==> config.mk <==
export PLATFORM = sky130hd
export DESIGN_NAME = reset_strap_config_select
export DESIGN_NICKNAME = d
export VERILOG_FILES = /design/src/design/strap_cfg_pkg.sv /design/src/design/reset_strap_config_select.sv /design/src/design/strap_sampler.sv
export SDC_FILE = /design/constraint.sdc
export NUM_CORES = 1
export LEC_CHECK = 0
export ABC_AREA = 1
export BUFFER_PORTS_ARGS = -buffer_cell sky130_fd_sc_hd__buf_2
export CELL_PAD_IN_SITES_DETAIL_PLACEMENT = 1
export CELL_PAD_IN_SITES_GLOBAL_PLACEMENT = 2
export CORE_UTILIZATION = 21
export CTS_BUF_LIST = sky130_fd_sc_hd__clkbuf_4
export DETAILED_ROUTE_END_ITERATION = 7
export MAX_ROUTING_LAYER = met4
export PLACE_DENSITY = 0.83
export SKIP_CTS_REPAIR_TIMING = 1
export SLEW_MARGIN = 5
export SYNTH_ARGS = -nofsm -noshare
export SYNTH_HDL_FRONTEND = slang
export SYNTH_HIERARCHICAL = 1
export SYNTH_SLANG_ARGS = --single-unit
==> constraint.sdc <==
create_clock -name clk -period 2.81 [get_ports clk]
set_clock_uncertainty 0.05 [all_clocks]
set_input_delay 0.4215 -clock clk [delete_from_list [all_inputs] [get_ports clk]]
set_output_delay 0.4215 -clock clk [all_outputs]
set_load 0.005 [all_outputs]
==> src/design/strap_cfg_pkg.sv <==
// Purpose: constants for the reset strap configuration selector
// Assumes: 100 MHz clock, synchronous active-low reset
// Notes:
// Notes on behaviour
// (RL1) strap pin levels are captured at reset release into the strap status register
// (RL2) after reset the straps become gpio, chip select and data-out pins
// (RL3) test strap high enters test operation; config-select chooses the test mode
// (RL4) internal-eeprom part, test high, select 000, interface 11: eeprom programming mode
// (RL5) test high with select 011 starts normally but skips auto-configuration
// (RL6) config-select straps as a binary number choose configuration 0 to 7
// (RL7) rom part: interface 00/01 give i2c slave at 1110100/1110101 from internal rom
// (RL8) rom part: interface 10 spi slave from rom; 11 spi master reads external eeprom
// (RL9) internal-eeprom part: interface 00/01/10 give i2c addresses, 11 gives spi slave
// (RL10) strap i2c address is only a default; writable address register overrides it
// (RL11) external eeprom chip select follows ours during boot, idle during host access
// (RL12) 12-bit identity and 4-bit revision split over two identity registers
// (RL13) oscillator pin mode 01 enables the crystal driver across both pins
// (RL14) oscillator pin mode 10 makes the first pin a single-ended clock input
// (RL15) reset holds all logic at defaults while low; held low at least 1 us
// (RL16) boot controller runs from ring oscillator, independent of host interface
// (RL17) boot-done flag set when auto-configuration ends; ring oscillator may then stop
// (RL18) latched straps and derived modes hold until the next reset
// (RL19) host accesses ignored during spi master boot; chip select released at boot done
package strap_cfg_pkg;

	localparam logic [11:0] DEVICE_ID_VAL   = 12'h5a5; // arbitrary value
	localparam logic [3:0]  REVISION_VAL    = 4'h1;    // arbitrary value
	localparam logic [4:0]  I2C_ADDR_PREFIX = 5'h1d;
	localparam int          RESET_MIN_NS    = 1000;
	localparam int          CLK_PERIOD_NS   = 10;
	localparam int          RESET_MIN_CYC   = (RESET_MIN_NS + CLK_PERIOD_NS - 1) / CLK_PERIOD_NS;

	// strap status layout
	localparam int ST_IF0  = 0;
	localparam int ST_IF1  = 1;
	localparam int ST_AC0  = 2;
	localparam int ST_TEST = 5;
	localparam logic [5:0] STRAP_RST = 6'h00;

	// strap codes
	localparam logic [2:0] TESTSEL_EEPROG = 3'h0;
	localparam logic [2:0] TESTSEL_NOAUTO = 3'h3;
	localparam logic [1:0] IFM_I2C0    = 2'h0;
	localparam logic [1:0] IFM_I2C1    = 2'h1;
	localparam logic [1:0] IFM_ALT     = 2'h2;
	localparam logic [1:0] IFM_SPI     = 2'h3;

	// oscillator pin mode field
	localparam logic [1:0] OSC_OFF     = 2'h0;
	localparam logic [1:0] OSC_XTAL    = 2'h1;
	localparam logic [1:0] OSC_CLKIN   = 2'h2;

	typedef enum logic [1:0] {
		BOOT_IDLE = 2'b00,
		BOOT_RUN  = 2'b01,
		BOOT_DONE = 2'b11
	} boot_e;

endpackage

==> src/design/reset_strap_config_select.sv <==
// Purpose: strap capture and mode decode for boot and host interface
// Assumes: single 100 MHz clock standing in for the ring oscillator
// Notes: pin drivers for gpio/spi are shown as enables toward the pad ring
`timescale 1ns/1ns
module reset_strap_config_select
	import strap_cfg_pkg::*;
(
	// clock and reset
	input  wire logic        clk,
	input  wire logic        reset_pin_low,
	// part variant: 1 means internal eeprom part
	input  wire logic        int_eeprom_part,
	// multi-function strap pins, input side
	input  wire logic        test_gpio3_in,
	input  wire logic [2:0]  config_select_straps,
	input  wire logic        if1_miso_in,
	input  wire logic        if0_csn_in,
	// run-time pin roles
	output logic             gpio_mode,
	output logic             csn_out,
	output logic             csn_oe,
	output logic             miso_oe,
	// boot controller
	input  wire logic        boot_finish,
	output logic             boot_busy,
	output logic             boot_done_flag,
	input  wire logic        ring_osc_disable_bit,
	output logic             ring_osc_enable,
	// mode decisions
	output logic [5:0]       strap_status_reg,
	output logic             test_mode,
	output logic [2:0]       test_select,
	output logic             eeprom_prog_mode,
	output logic             skip_autocfg,
	output logic [2:0]       config_number,
	output logic             if_i2c,
	output logic             if_spi_slave,
	output logic             spi_master_boot,
	output logic             use_ext_eeprom,
	output logic             use_int_rom,
	// host register path
	input  wire logic        host_wr,
	input  wire logic        host_addr_sel,
	input  wire logic [6:0]  host_wdata,
	output logic             host_wr_taken,
	output logic [6:0]       slave_addr_reg,
	// identity
	output logic [15:0]      ident_reg_one,
	output logic [15:0]      ident_reg_two,
	// oscillator pins
	input  wire logic [1:0]  osc_pin_mode_field,
	output logic             xtal_drv_en,
	output logic             osc_pin_first_in_en,
	output logic             osc_pin_second_en
);

	// =====================================================
	// strap capture
	logic [5:0] strap_q;
	logic       strap_valid;

	// straps are taken at the first edge with reset_pin_low high; a sync reset cannot sample its own release
	strap_sampler u_samp (
		.clk         (clk),
		.reset_pin_low        (reset_pin_low), // RL15
		.strap_in    ({test_gpio3_in, config_select_straps, if1_miso_in, if0_csn_in}),
		.strap_q     (strap_q),
		.strap_valid (strap_valid)
	);

	logic       t_s;
	logic [2:0] ac_s;
	logic [1:0] if_s;

	assign t_s              = strap_q[ST_TEST];
	assign ac_s             = strap_q[ST_AC0 +: 3];
	assign if_s             = strap_q[ST_IF1:ST_IF0];
	assign strap_status_reg = strap_q; // RL1

	// true when the interface straps carry the spi code
	function automatic logic if_is_spi(input logic [1:0] code);
		return code == IFM_SPI;
	endfunction

	// =====================================================
	// mode decode
	assign test_mode        = strap_valid && t_s; // RL3
	assign test_select      = test_mode ? ac_s : 3'h0; // RL3
	assign eeprom_prog_mode = test_mode && int_eeprom_part && ac_s == TESTSEL_EEPROG && if_is_spi(if_s); // RL4
	assign skip_autocfg     = test_mode && ac_s == TESTSEL_NOAUTO; // RL5
	assign config_number    = ac_s; // RL6

	always_comb begin
		if_i2c          = 1'b0;
		if_spi_slave    = 1'b0;
		spi_master_boot = 1'b0;
		use_ext_eeprom  = 1'b0;
		use_int_rom     = 1'b0;
		if (strap_valid && !eeprom_prog_mode) begin
			if (int_eeprom_part) begin
				if_i2c       = !if_is_spi(if_s); // RL9
				if_spi_slave = if_is_spi(if_s); // RL9
			end else begin
				case (if_s)
					IFM_I2C0, IFM_I2C1: begin
						if_i2c      = 1'b1; // RL7
						use_int_rom = !skip_autocfg;
					end
					IFM_ALT: begin
						if_spi_slave = 1'b1; // RL8
						use_int_rom  = !skip_autocfg;
					end
					IFM_SPI: begin
						spi_master_boot = !skip_autocfg; // RL8
						use_ext_eeprom  = !skip_autocfg;
						if_spi_slave    = 1'b1;
					end
					default: begin
						if_i2c = 1'b0;
					end
				endcase
			end
		end
	end

	// =====================================================
	// boot controller
	boot_e state_r;
	boot_e state_nxt;

	always_comb begin
		state_nxt = state_r;
		case (state_r)
			BOOT_IDLE: if (strap_valid) begin
				state_nxt = (skip_autocfg || eeprom_prog_mode) ? BOOT_DONE : BOOT_RUN;
			end
			BOOT_RUN: if (boot_finish) begin
				state_nxt = BOOT_DONE; // RL17
			end
			BOOT_DONE: state_nxt = BOOT_DONE;
			default: state_nxt = BOOT_IDLE;
		endcase
	end

	always_ff @(posedge clk) begin
		if (!reset_pin_low) begin
			state_r <= BOOT_IDLE; // RL15
		end else begin
			state_r <= state_nxt;
		end
	end

	assign boot_busy       = state_r != BOOT_DONE; // RL16
	assign boot_done_flag  = state_r == BOOT_DONE; // RL17
	assign ring_osc_enable = !(boot_done_flag && ring_osc_disable_bit); // RL17

	// spi master boot owns the shared wires until boot done
	logic master_busy;
	assign master_busy = spi_master_boot && state_r != BOOT_DONE; // RL19

	// =====================================================
	// run-time pin roles
	assign gpio_mode = strap_valid; // RL2
	// csn is driven only while the master boot reads the external eeprom
	always_ff @(posedge clk) begin
		if (!reset_pin_low) begin
			csn_out <= 1'b1;
			csn_oe  <= 1'b0;
		end else begin
			csn_out <= !(spi_master_boot && state_r == BOOT_RUN); // RL11
			csn_oe  <= spi_master_boot && state_nxt == BOOT_RUN; // RL19
		end
	end
	assign miso_oe = strap_valid && if_spi_slave && !master_busy; // RL2 RL8

	// =====================================================
	// slave address register
	logic [6:0] def_addr;
	assign def_addr = {I2C_ADDR_PREFIX, if_s}; // RL7

	logic addr_set_r;
	logic [6:0] addr_r;

	assign host_wr_taken = host_wr && host_addr_sel && !master_busy; // RL19

	// a host write replaces the strap default until the next reset
	always_ff @(posedge clk) begin
		if (!reset_pin_low) begin
			addr_set_r <= 1'b0;
			addr_r     <= 7'h00;
		end else if (host_wr_taken) begin
			addr_set_r <= 1'b1; // RL10
			addr_r     <= host_wdata;
		end
	end
	assign slave_addr_reg = addr_set_r ? addr_r : def_addr; // RL10

	// =====================================================
	// identity and oscillator
	assign ident_reg_one       = {4'h0, DEVICE_ID_VAL}; // RL12
	assign ident_reg_two       = {12'h000, REVISION_VAL}; // RL12
	always_comb begin
		xtal_drv_en         = 1'b0;
		osc_pin_first_in_en = 1'b0;
		osc_pin_second_en   = 1'b0;
		case (osc_pin_mode_field)
			OSC_XTAL: begin
				xtal_drv_en         = 1'b1; // RL13
				osc_pin_first_in_en = 1'b1; // RL13
				osc_pin_second_en   = 1'b1; // RL13
			end
			OSC_CLKIN: begin
				osc_pin_first_in_en = 1'b1; // RL14
			end
			OSC_OFF: begin
				xtal_drv_en = 1'b0;
			end
			default: begin
				xtal_drv_en = 1'b0;
			end
		endcase
	end

endmodule

==> src/design/strap_sampler.sv <==
// Purpose: captures the six straps once after reset release
// Assumes: straps synchronous to clk
// Notes: holds the value until the next reset
`timescale 1ns/1ns
module strap_sampler
	import strap_cfg_pkg::*;
(
	// clock and reset
	input  wire logic       clk,
	input  wire logic       reset_pin_low,
	// straps
	input  wire logic [5:0] strap_in,
	output logic      [5:0] strap_q,
	output logic            strap_valid
);

	logic taken_r;

	always_ff @(posedge clk) begin
		if (!reset_pin_low) begin
			taken_r <= 1'b0;
			strap_q <= STRAP_RST;
		end else if (!taken_r) begin
			taken_r <= 1'b1;
			strap_q <= strap_in; // RL1
		end
	end

	assign strap_valid = taken_r; // RL18

endmodule

-- Yosys cells after proc, flatten, opt, wreduce, memory -nomap -nowiden
Index checks and enable logic that the tools add are counted.
Widths: inputs -> output; s select.
- flip-flop bits (word level): 19
- bits of input ports: 22
- equal/unequal tests: 10
- multiplexer cells: 21
- reductions and logical operators: 28
- operator list (cell ; number):
    $mux 1 ; 15
    $logic_and 1x1->1 ; 14
    $eq 2x1->1 const B ; 4
    $eq 2x2->1 const B ; 4
    $mux 7 ; 1
    $logic_not 1->1 ; 6
    $mux 2 ; 3
    $pmux 2 s3 ; 1
    $reduce_or 2->1 ; 3
    $logic_not 2->1 ; 2
    $eq 3x2->1 const B ; 1
    $logic_not 3->1 ; 1
    $mux 3 ; 1
    $reduce_or 3->1 ; 1
    $ne 2x2->1 const B ; 1
    $logic_or 1x1->1 ; 1

-- Longest topological paths before layout
Gate-level depths: netlist of the first run.
- word-level depth: 10
- depth in mapped cells: 9

-- Cells and area by module
Netlist of the first run, hierarchy kept.
- modules (own cells, without submodules) (module ; instances ; cells an instance ; area an instance (sq um)):
    reset_strap_config_select ; 1 ; 158 ; 1018.5
    strap_sampler ; 1 ; 38 ; 276.5

-- Least setup slack after synthesis of the first run
No wires, ideal clock.
- kind: flip-flop to output port
- start: register u_samp.taken_r (netlist: u_samp/strap_valid)
- end: output host_wr_taken
- data arrival time: 1229 ps
- setup slack: 1109 ps
- stages on the path, launching flop included: 8
- buffers on the path: 1
- cell sequence: dfxtp_1 > nand3_1 > nor2_4 > nor2_2 > nand4_2 > buf_6 > nand2_2 > inv_1
- RTL lines (what ; line ; source):
    start, declared ; strap_sampler.sv:17 ; logic taken_r;
    start signal, assigned ; strap_sampler.sv:21 ; taken_r <= 1'b0;
    start signal, assigned ; strap_sampler.sv:24 ; taken_r <= 1'b1;
    $logic_and 1x1->1 ; reset_strap_config_select.sv:87 ; assign test_mode = strap_valid && t_s;
    $logic_and 1x1->1 ; reset_strap_config_select.sv:90 ; assign skip_autocfg = test_mode && ac_s == TESTSEL_NOAUTO;
    via skip_autocfg ; reset_strap_config_select.sv:34 ; output logic skip_autocfg,
    $logic_not 1->1 ; reset_strap_config_select.sv:114 ; spi_master_boot = !skip_autocfg;
    $mux 1 ; reset_strap_config_select.sv:104 ; case (if_s)
    $mux 1 ; reset_strap_config_select.sv:100 ; if (int_eeprom_part) begin
    $mux 1 ; reset_strap_config_select.sv:99 ; if (strap_valid && !eeprom_prog_mode) begin
    $logic_and 1x1->1 ; reset_strap_config_select.sv:159 ; assign master_busy = spi_master_boot && state_r != BOOT_DONE;
    $logic_not 1->1 ; reset_strap_config_select.sv:184 ; assign host_wr_taken = host_wr && host_addr_sel && !master_busy;
    $logic_and 1x1->1 ; reset_strap_config_select.sv:184 ;
    end, declared ; reset_strap_config_select.sv:45 ; output logic host_wr_taken,
The timed path passes the listed nets, and every way through them passes these cells.

-- Final worst setup path of the first run
- start: register u_samp.strap_q[1]
- end: output host_wr_taken
- cells in the longest elaborated chain, start to end: 8
- ends and longest elaborated chain (what ; line ; source):
    start, declared ; strap_sampler.sv:13 ; output logic [5:0] strap_q,
    start signal, assigned ; strap_sampler.sv:25 ; strap_q <= strap_in;
    $eq 2x2->1 (*) ; reset_strap_config_select.sv:82, reset_strap_config_select.sv:104 ;
    $logic_and 1x1->1 ; reset_strap_config_select.sv:89 ; assign eeprom_prog_mode = test_mode && int_eeprom_part && ac_s == TESTSEL_EEPROG && if_is_spi(if_s);
    $logic_not 1->1 ; reset_strap_config_select.sv:99 ;
    $logic_and 1x1->1 ; reset_strap_config_select.sv:99 ;
    $mux 1 (*) ; reset_strap_config_select.sv:99 ;
    $logic_and 1x1->1 (*) ; reset_strap_config_select.sv:159 ;
    $logic_not 1->1 (*) ; reset_strap_config_select.sv:184 ;
    $logic_and 1x1->1 (*) ; reset_strap_config_select.sv:184 ;
Mark *: on every way between the ends. The rest lies on a longest branch, timed or not.

==> results of run 1 <==
## cell type report
class                   count  area [um2]
clock inverters             1       5.005
fillers                   782        4390
inverters                  34       127.6
well taps                  75       93.84
clock buffers               3       22.52
flip-flops and latches     19       380.4
multi-input cells         132       590.6
repair buffers             61       310.3
## critical path, delay by kind of cell (launching register included)
| family | cells | cell delay (ps) |
|---|---|---|
| buffers and inverters | 3 | 250 |
| AND/OR/NAND/NOR | 5 | 870 |
| flip-flops | 1 | 420 |
## cells by family after synthesis
logic type	after synthesis
other cells	2
buf+inv	75
flops	19
simple gates	85
fa+ha+maj	1
compound gates	14
## where the power goes
part / internal (mW) / switching (mW) / total [mW]
logic: 0.0540 / 0.0721 / 0.126
registers: 0.286 / 0.0156 / 0.302
clock network: 0.0529 / 0.0903 / 0.143
## Yosys cell counts, drive strengths merged
cell type	instances	area share [%]
inv	34	9.9
buf	40	24
ha	1	0.97
nor4	1	0.48
nand2	38	11
nor3	1	0.77
nand3	8	3.1
clkbuf	1	0.29
conb	2	0.58
o21ai	4	1.5
dfxtp	19	29
nor2	31	11
nand4	2	1.4
or2	4	1.9
a21oi	10	4.2
## stage by stage
step	total power, mW	util, %
2_1_floorplan	0.4169	-
3_3_place_gp	0.4347	25.38
3_5_place_dp	0.4373	25.38
4_1_cts	0.5811	25.85
5_1_grt	0.6209	25.85
6_report	0.5713	25.85
## state kept, by name (all words and copies together), names as in the netlist
name                flops
addr_r                  7
u_samp/strap_q          6
csn_oe                  1
addr_set_r              1
u_samp/strap_valid      1
state_r                 2
csn_out                 1
## layer usage
layer  track usage (%)  share of wire [%]  wire (um)
met1             11.77                 42       1292
met4             2.143               0.58         18
met3             2.955                9.0        279
met2             18.73                 49       1505
met5                 -                  0          0
## worst max path at each step
stage                        from            end  slack (ps)  cells past startpoint
2_1_floorplan  u_samp/strap_valid  host_wr_taken        1110                      7
3_3_place_gp      int_eeprom_part  host_wr_taken         850                      8
3_5_place_dp      int_eeprom_part  host_wr_taken         780                      8
4_1_cts         u_samp/strap_q[1]  host_wr_taken         480                      8
5_1_grt         u_samp/strap_q[1]  host_wr_taken         280                      8
6_report        u_samp/strap_q[1]  host_wr_taken         510                      8
==> run summary, run 1 <==
outcome: completed
Reg2Reg Launch Point: u_samp/strap_valid
# rows: 28
Post-Synth Adder-Cell Area: 0.9662%
maximum fanout along the worst path: 16
Vias/cell: 3.665
P&R area growth vs syn: 18.16%
antenna fix cells: 0
share of cells above drive strength 1: 32.00%
DRT Wirelength: 3.095 mm
Hold Slack: 296.4 ps
synthesis-stage register bit count: 19
final setup TNS: 0 ps
clk buf depth: 2
initial cell density of the core: 21.87%
startpoint types: register
Synth Warn #: 6
Avg Cell Area, Syn: 6.607 um2
setup slack after layout: 510.8 ps
first-pass GRT wire length: 5.195 mm
r2r setup slk: 1170 ps
Core Box Area: 5921 um2
Crit path arrival time: 1830 ps
NumNets Final: 274
TritonCTS clock tree: yes
register area share after synthesis: 29.37%
Hold Startpoint: config_select_straps[2]
hpwl dp: 2.591 mm
largest net degree at the start of global routing: 17
CP max-delay cell: dfxtp_1
Synth Area in Compound Gates: 5.700%
CP Capture Type: output port
clk slew on worst S/H paths: 110 ps
XOR/XNOR share of the synthesized area: 0%
gpl congestion: 0.7024
WHS Path Cells: 3
CP max stage delay: 420 ps
Max Freq: 0.4349 GHz
Ports: 92
most common cell after layout, fill and taps aside: buf_2
total CTS buffers: 3
WL per Instance: 9.523 um
GR Util All Layers: 10.56%
Hold Path Sink: u_samp/strap_q[4]
Tcrit/Tclk final: 81.82%
Num Clock Sinks: 19
main combinational cell family by area after synthesis: buffers and inverters
post-synthesis mux area share: 0%
Tmin final: 2299 ps
WP data required: 2340 ps
Leakage: 0.9234 nW
Final setup viols: 0
Mapped Area: 1295 um2
CP Cell Sequence: nand2_1 -> inv_1 -> nand2_1 -> nor2_2 -> nand4_2 -> nand2_2 -> inv_1 -> buf_2
Area after DPL: 1503 um2
critical path class: reg2out
worst-case reg-to-reg path depth: 7
Syn Inst Count: 196
initial DRC count: 21
max cap viols: 0
max-slew violation count: 0
total global routing overflow: 0
Cell variety after synth: 22
port bufs: 59
# DRC: 0
Inst Count DP: 321
HP Class: in2reg
most frequent cells in the layout: 59 x buf_2, 37 x nand2_1, 34 x inv_1, 32 x conb_1, 24 x nor2_1
pwr/cell area: 373.4 nW/um2
Die Area: 6484 um2
DRT Pass-1 Iters: 3
Worst-Skew Late Latency: 300 ps
chip width: 80.53 um
Post-Layout Cell Count: 325
Post-DRT Antenna Nets: 0
design area: 1530 um2
Hold Fails Final Rpt: 0
Root Driver: clkbuf_4
Max VDD drop: 0.1643 mV
Die Y-Extent: 80.53 um
pre-CTS WS: 776.7 ps
htree depth: 1
routed vias: 1191
vias in the first global route: 1175
reg-to-reg endpoint: addr_r[1]
Post-Synth Simple-Gate Area: 29.66%
RSZ-0062 raised after global routing: no
initial antenna violation count: 0
Note: power is estimated with default switching activity, not from simulation.
==> run 2, diff against run 1 <==
--- a/config.mk
+++ b/config.mk
@@ -5,15 +5,15 @@
 export SDC_FILE = /design/constraint.sdc
 export NUM_CORES = 1
 export LEC_CHECK = 0
-export ABC_AREA = 1
+export ABC_AREA = 0
 export BUFFER_PORTS_ARGS = -buffer_cell sky130_fd_sc_hd__buf_2
 export CELL_PAD_IN_SITES_DETAIL_PLACEMENT = 1
 export CELL_PAD_IN_SITES_GLOBAL_PLACEMENT = 2
-export CORE_UTILIZATION = 21
+export CORE_UTILIZATION = 23
 export CTS_BUF_LIST = sky130_fd_sc_hd__clkbuf_4
 export DETAILED_ROUTE_END_ITERATION = 7
 export MAX_ROUTING_LAYER = met4
-export PLACE_DENSITY = 0.83
+export PLACE_DENSITY = 0.78
 export SKIP_CTS_REPAIR_TIMING = 1
 export SLEW_MARGIN = 5
 export SYNTH_ARGS = -nofsm -noshare
==> constraint.sdc (replaced) <==
create_clock -name clk -period 2.2 [get_ports clk]
set_clock_uncertainty 0.05 [all_clocks]
set_input_delay 0.33 -clock clk [delete_from_list [all_inputs] [get_ports clk]]
set_output_delay 0.33 -clock clk [all_outputs]
set_load 0.005 [all_outputs]
==> run 2 against run 1 <==
  * Flip-flop and latch count stayed put
  * Power grew 30%
  * First-iteration DRC count up 120%
  * Setup slack worse by 410 ps
  * Worst hold slack got worse by 70 ps
  * Clock power up 33%
  * Utilization increased by 1.9 points
  * Largest cell class unchanged
  * Highest routed layer unchanged
==> run summary, run 2 <==
clock power share: 25.6% (was 25.1%)
Ports: 92 (unchanged)
Post-DRT Antenna Nets: 0 (unchanged)
NumNets Final: 240 (was 274)
pre-CTS WS: 377.5 ps (was 776.7 ps)
Tmin final: 2102 ps
port bufs: 59 (unchanged)
WP data required: 1820 ps (was 2340 ps)
routed vias: 1292 (was 1191)
Final setup viols: 0 (unchanged)
Cell variety after synth: 37 (was 22)
HP Class: in2reg (unchanged)
WHS Path Cells: 3 (unchanged)
startpoint types: register (unchanged)
initial DRC count: 47 (was 21)
asr flop ratio synth: 0% (unchanged)
clk buf depth: 2 (unchanged)
Area after DPL: 1618 um2 (was 1503 um2)
GR Util All Layers: 12.06% (was 10.56%)
Reg2Reg Launch Point: u_samp/strap_q[3] (was u_samp/strap_valid)
RSZ-0062 raised after global routing: no (unchanged)
total global routing overflow: 0 (unchanged)
CP Capture Type: output port (unchanged)
top cells by count, synth: 37 x buf_4, 19 x dfxtp_1, 13 x nand2_1, 9 x mux2_2 (was 37 x buf_4, 37 x nand2_1, 34 x inv_1, 24 x nor2_1, 19 x dfxtp_1)
Hold Slack: 226.4 ps (was 296.4 ps)
antenna fix cells: 0 (unchanged)
vias in the first global route: 1188 (was 1175)
worst slew pin tran: 561.5 ps
Synth Warn #: 6 (unchanged)
total CTS buffers: 3 (unchanged)
top-count cell post-synth: buf_4
Worst Setup SP: u_samp/strap_q[3] (was u_samp/strap_q[1])
Syn Inst Count: 166 (was 196)
synthesis-stage register bit count: 19 (unchanged)
max cap viols: 0 (unchanged)
DRT Pass-1 Iters: 4 (was 3)
htree depth: 1 (unchanged)
fin util: 27.78% (was 25.85%)
Root Driver: clkbuf_4 (unchanged)
Most flops, register: addr_r (unchanged)
share of cells above drive strength 1: 38.43% (was 32.00%)
Mapped Area: 1461 um2 (was 1295 um2)
TritonCTS clock tree: yes (unchanged)
clk slew on worst S/H paths: 120 ps (was 110 ps)
pwr/cell area: 444.1 nW/um2 (was 373.4 nW/um2)
largest cells by area after synthesis: dfxtp_1 26%, buf_4 19%, mux2_2 6.9% (was dfxtp_1 29%, buf_4 21%, nand2_1 11%)
Crit path arrival time: 1720 ps (was 1830 ps)
most common cell after layout, fill and taps aside: buf_2 (unchanged)
post-synth top area cell: dfxtp_1 (unchanged)
hpwl dp: 2.996 mm (was 2.591 mm)
P&R area growth vs syn: 14.56% (was 18.16%)
Most used DFF post-synth: dfxtp_1 (unchanged)
Leakage: 0.7985 nW (was 0.9234 nW)
DRT Wirelength: 4.057 mm (was 3.095 mm)
Max VDD drop: 0.1738 mV (was 0.1643 mV)
Num Clock Sinks: 19 (unchanged)
# DRC: 0 (unchanged)
gpl congestion: 0.6844 (was 0.7024)
top cell type's share of synthesized area: 26.03% (was 29.37%)
initial cell density of the core: 24.25% (was 21.87%)
relative slew slack: 62.57%
WL per Instance: 13.94 um (was 9.523 um)
Core Box Area: 6026 um2 (was 5921 um2)
Top Registers: addr_r x7, u_samp/strap_q x6, state_r x2 (unchanged)
most frequent cells in the layout: 59 x buf_2, 32 x conb_1, 17 x dfxtp_1, 13 x nand2_1, 9 x mux2_2 (was 59 x buf_2, 37 x nand2_1, 34 x inv_1, 32 x conb_1, 24 x nor2_1)
switch share: 31.79% (was 31.16%)
Die Area: 6677 um2 (was 6484 um2)
# rows: 28 (unchanged)
register area share after synthesis: 26.03% (was 29.37%)
outcome: completed (unchanged)
Max Freq: 0.4757 GHz
Hold Fails Final Rpt: 0 (unchanged)
Internal Power: 507.1 uW (was 393.3 uW)
switching power: 236.4 uW (was 178.0 uW)
Die Y-Extent: 81.71 um (was 80.53 um)
Post-Layout Cell Count: 291 (was 325)
Post-synth EDFFs: 0 (unchanged)
first-pass GRT wire length: 6.127 mm (was 5.195 mm)
register share of total power: 52.7% (was 52.9%)
max-slew violation count: 0 (unchanged)
flip-flop count of the largest register after layout: 7 (unchanged)
Avg Cell Area, Syn: 8.804 um2 (was 6.607 um2)
final-layout fill cell count: 759 (was 782)
Vias/cell: 4.440 (was 3.665)
initial antenna violation count: 0 (unchanged)
maximum fanout along the worst path: 8 (was 16)
chip width: 81.71 um (was 80.53 um)
Design Power: 743.5 uW (was 571.3 uW)
largest net degree at the start of global routing: 34 (was 17)
Hold Startpoint: config_select_straps[1] (was config_select_straps[2])
Inst Count DP: 285 (was 321)
setup slack after layout: 97.83 ps (was 510.8 ps)
worst-case reg-to-reg path depth: 3 (was 7)
Worst-Skew Late Latency: 300 ps (about the same)
critical path class: reg2out (unchanged)
combinational power share: 21.7% (was 22.1%)
final setup TNS: 0 ps (unchanged)
design area: 1674 um2 (was 1530 um2)
Tcrit/Tclk final: 95.55%
run 2: cells by family after synthesis:
logic type	share of synthesized area, %
AND/OR/NAND/NOR	20.63
multiplexers	11.04
adder cells (fa/ha/maj)	0.8560
buffers and inverters	26.45
flip-flops	26.03
other	0.5139
AO/OA/AOI/OAI	14.47
run 2: power groups by stage:
stage                     Sequential [mW]  Clock, mW  Combinational [mW]
after floorplan                     0.387          0               0.151
after global placement              0.397          0               0.158
after detailed placement            0.399          0               0.160
after CTS                           0.391      0.198               0.161
after global routing                0.396      0.211               0.181
final                               0.392      0.190               0.161
run 2: metal layers:
layer	GRT usage [%]	share of wire [%]	vias to the layer above
met3	1.111	5.4	2
li1	-	-	628
met4	3.158	0.79	0
met5	-	0	-
met2	20.42	49	46
met1	15.30	44	616
run 2: final timing paths:
check / end / slack (ps)
min reg2reg: addr_r[2] / 460
min: u_samp/strap_q[3] / 230
max: miso_oe / 100
max reg2reg: csn_oe / 520
run 2: final cells by class:
cell class | instances | area (um2) | area share (%)
Clock buffer | 3 | 22.52 | 1.345
Tap cell | 75 | 93.84 | 5.605
Inverter | 7 | 26.28 | 1.570
Sequential cell | 19 | 382.9 | 22.87
Multi-Input combinational cell | 123 | 815.8 | 48.73
Clock inverter | 1 | 7.507 | 0.4484
Timing Repair Buffer | 63 | 325.3 | 19.43
run 2: critical path, stage by stage (launching register included):
cell,delay [ps]
dfxtp_1,390
or4b_4,570
o31ai_4,230
a311oi_1,80
buf_2,150
==> run 3, diff against run 2 <==
--- a/config.mk
+++ b/config.mk
@@ -9,6 +9,7 @@
 export BUFFER_PORTS_ARGS = -buffer_cell sky130_fd_sc_hd__buf_2
 export CELL_PAD_IN_SITES_DETAIL_PLACEMENT = 1
 export CELL_PAD_IN_SITES_GLOBAL_PLACEMENT = 2
+export CORE_MARGIN = 2
 export CORE_UTILIZATION = 23
 export CTS_BUF_LIST = sky130_fd_sc_hd__clkbuf_4
 export DETAILED_ROUTE_END_ITERATION = 7
==> constraint.sdc (replaced) <==
create_clock -name clk -period 2.2 [get_ports clk]
set_clock_uncertainty 0.05 [all_clocks]
set_input_delay 0.33 -clock clk [delete_from_list [all_inputs] [get_ports clk]]
set_output_delay 0.33 -clock clk [all_outputs]
set_load 0.01 [all_outputs]
==> run 3 against run 2 <==
  * Flip-flop and latch count did not move
  * Setup slack got worse by 22 ps
  * Critical endpoint unchanged
  * Global-route usage fell by 1.1 points
  * Cell count rose by 1.0%
  * Critical path depth did not move
  * Largest cell class unchanged
  * Sequential share of layout area fell by 0.10 points
  * Fmax fell by 1.0%
  * Wire length fell by 3.4%
  * Power rose by 3.3%
  * Sequential power fell by 2%
  * Clock-buffer cell count did not move
  * Via count did not move
==> run summary, run 3 (synthesized netlist as in run 2, its figures left out) <==
outcome: completed (unchanged)
Vias/cell: 4.395 (was 4.440)
# rows: 29 (was 28)
fin util: 26.94% (was 27.78%)
Die Y-Extent: 83.71 um (was 81.71 um)
Leakage: 0.8086 nW (was 0.7985 nW)
share of cells above drive strength 1: 38.71% (was 38.43%)
Ports: 92 (unchanged)
TritonCTS clock tree: yes (unchanged)
Final setup viols: 0 (unchanged)
Post-Layout Cell Count: 294 (was 291)
Area after DPL: 1635 um2 (was 1618 um2)
pwr/cell area: 456.7 nW/um2 (was 444.1 nW/um2)
Worst-Skew Late Latency: 310 ps (was 300 ps)
Tcrit/Tclk final: 96.56% (was 95.55%)
Hold Startpoint: config_select_straps[1] (unchanged)
chip width: 83.71 um (was 81.71 um)
max cap viols: 0 (unchanged)
total global routing overflow: 0 (unchanged)
GR Util All Layers: 10.95% (was 12.06%)
max-slew violation count: 0 (unchanged)
clk buf depth: 2 (unchanged)
Core Box Area: 6241 um2 (was 6026 um2)
worst slew pin tran: 532.4 ps (was 561.5 ps)
met2 wire len: 1.830 mm (was 2.003 mm)
CP Capture Type: output port (unchanged)
reg-to-reg endpoint: csn_oe (unchanged)
DRT met1 WL: 1.777 mm (was 1.800 mm)
Post-DRT Antenna Nets: 0 (unchanged)
# DRC: 0 (unchanged)
port bufs: 59 (unchanged)
Worst Setup SP: u_samp/strap_q[2] (was u_samp/strap_q[3])
first-pass GRT wire length: 6.023 mm (was 6.127 mm)
Max VDD drop: 0.1722 mV (was 0.1738 mV)
CP max stage delay: 590 ps (was 570 ps)
largest net degree at the start of global routing: 23 (was 34)
vias in the first global route: 1204 (was 1188)
hpwl dp: 3.011 mm (was 2.996 mm)
htree depth: 1 (unchanged)
flip-flop count of the largest register after layout: 7 (unchanged)
gpl congestion: 0.7146 (was 0.6844)
antenna fix cells: 0 (unchanged)
maximum fanout along the worst path: 8 (unchanged)
Top Registers: addr_r x7, u_samp/strap_q x6, state_r x2 (unchanged)
total CTS buffers: 3 (unchanged)
initial DRC count: 55 (was 47)
Inst Count DP: 289 (was 285)
Hold Slack: 218.3 ps (was 226.4 ps)
Root Driver: clkbuf_4 (unchanged)
Die Area: 7007 um2 (was 6677 um2)
routed vias: 1292 (unchanged)
CP max-delay cell: or4b_4 (unchanged)
pre-CTS WS: 382.2 ps (was 377.5 ps)
worst-case reg-to-reg path depth: 3 (unchanged)
wire length on met3: 278 um (was 221 um)
DRT Wirelength: 3.920 mm (was 4.057 mm)
initial antenna violation count: 0 (unchanged)
Tmin final: 2124 ps (was 2102 ps)
initial cell density of the core: 23.42% (was 24.25%)
startpoint types: register (unchanged)
clk slew on worst S/H paths: 120 ps (about the same)
Hold Path Sink: u_samp/strap_q[3] (unchanged)
relative slew slack: 64.51% (was 62.57%)
NumNets Final: 241 (was 240)
Most flops, register: addr_r (unchanged)
WHS Path Cells: 3 (unchanged)
design area: 1682 um2 (was 1674 um2)
WP data required: 1820 ps (about the same)
Crit path arrival time: 1740 ps (was 1720 ps)
HP Class: in2reg (unchanged)
DRT Pass-1 Iters: 4 (unchanged)
WL per Instance: 13.33 um (was 13.94 um)
P&R area growth vs syn: 15.07% (was 14.56%)
most common cell after layout, fill and taps aside: buf_2 (unchanged)
Design Power: 768.0 uW (was 743.5 uW)
setup slack after layout: 75.64 ps (was 97.83 ps)
r2r setup slk: 530 ps (was 520 ps)
Top Metal Used: met4 (unchanged)
CP Cell Sequence: or4b_4 -> o31ai_4 -> a311oi_1 -> buf_2 (unchanged)
most frequent cells in the layout: 59 x buf_2, 32 x conb_1, 17 x dfxtp_1, 13 x nand2_1, 9 x mux2_2 (unchanged)
Reg2Reg Launch Point: u_samp/strap_q[2] (was u_samp/strap_q[3])
Max Freq: 0.4707 GHz (was 0.4757 GHz)
final setup TNS: 0 ps (unchanged)
critical path class: reg2out (unchanged)
Num Clock Sinks: 19 (unchanged)
Hold Fails Final Rpt: 0 (unchanged)
-- run 3: worst max path at each step --
| stage | endpoint | slack (ps) | cells after the start |
|---|---|---|---|
| CTS | miso_oe | 20 | 4 |
| global placement | miso_oe | 410 | 4 |
| finish | miso_oe | 80 | 4 |
| floorplan | miso_oe | 540 | 3 |
| global route | miso_oe | -8 | 4 |
| detailed placement | miso_oe | 380 | 5 |
-- run 3: area by class of cell --
cell class / count / area (um2)
Clock buffer: 3 / 22.52
Clock inverter: 1 / 5.005
Inverter: 7 / 26.28
Tap cell: 77 / 96.34
Multi-Input combinational cell: 123 / 815.8
Fill cell: 776 / 4559
Timing Repair Buffer: 64 / 332.8
Sequential cell: 19 / 382.9
-- run 3: critical path, delay by kind of cell (launching register included) --
family | cells | cell delay (ps)
simple gates | 1 | 590
flops | 1 | 390
compound gates | 2 | 300
buf+inv | 1 | 160
-- run 3: power breakdown --
part	total (mW)	switching (mW)	internal, mW
clock network	0.191	0.124	0.0679
registers	0.385	0.0218	0.363
logic	0.192	0.114	0.0780
-- run 3: routing by layer --
| metal | vias up | GRT usage [%] |
|---|---|---|
| met2 | 48 | 16.95 |
| met5 | - | - |
| met3 | 4 | 2.572 |
| li1 | 632 | - |
| met1 | 608 | 14.32 |
| met4 | 0 | 3.079 |
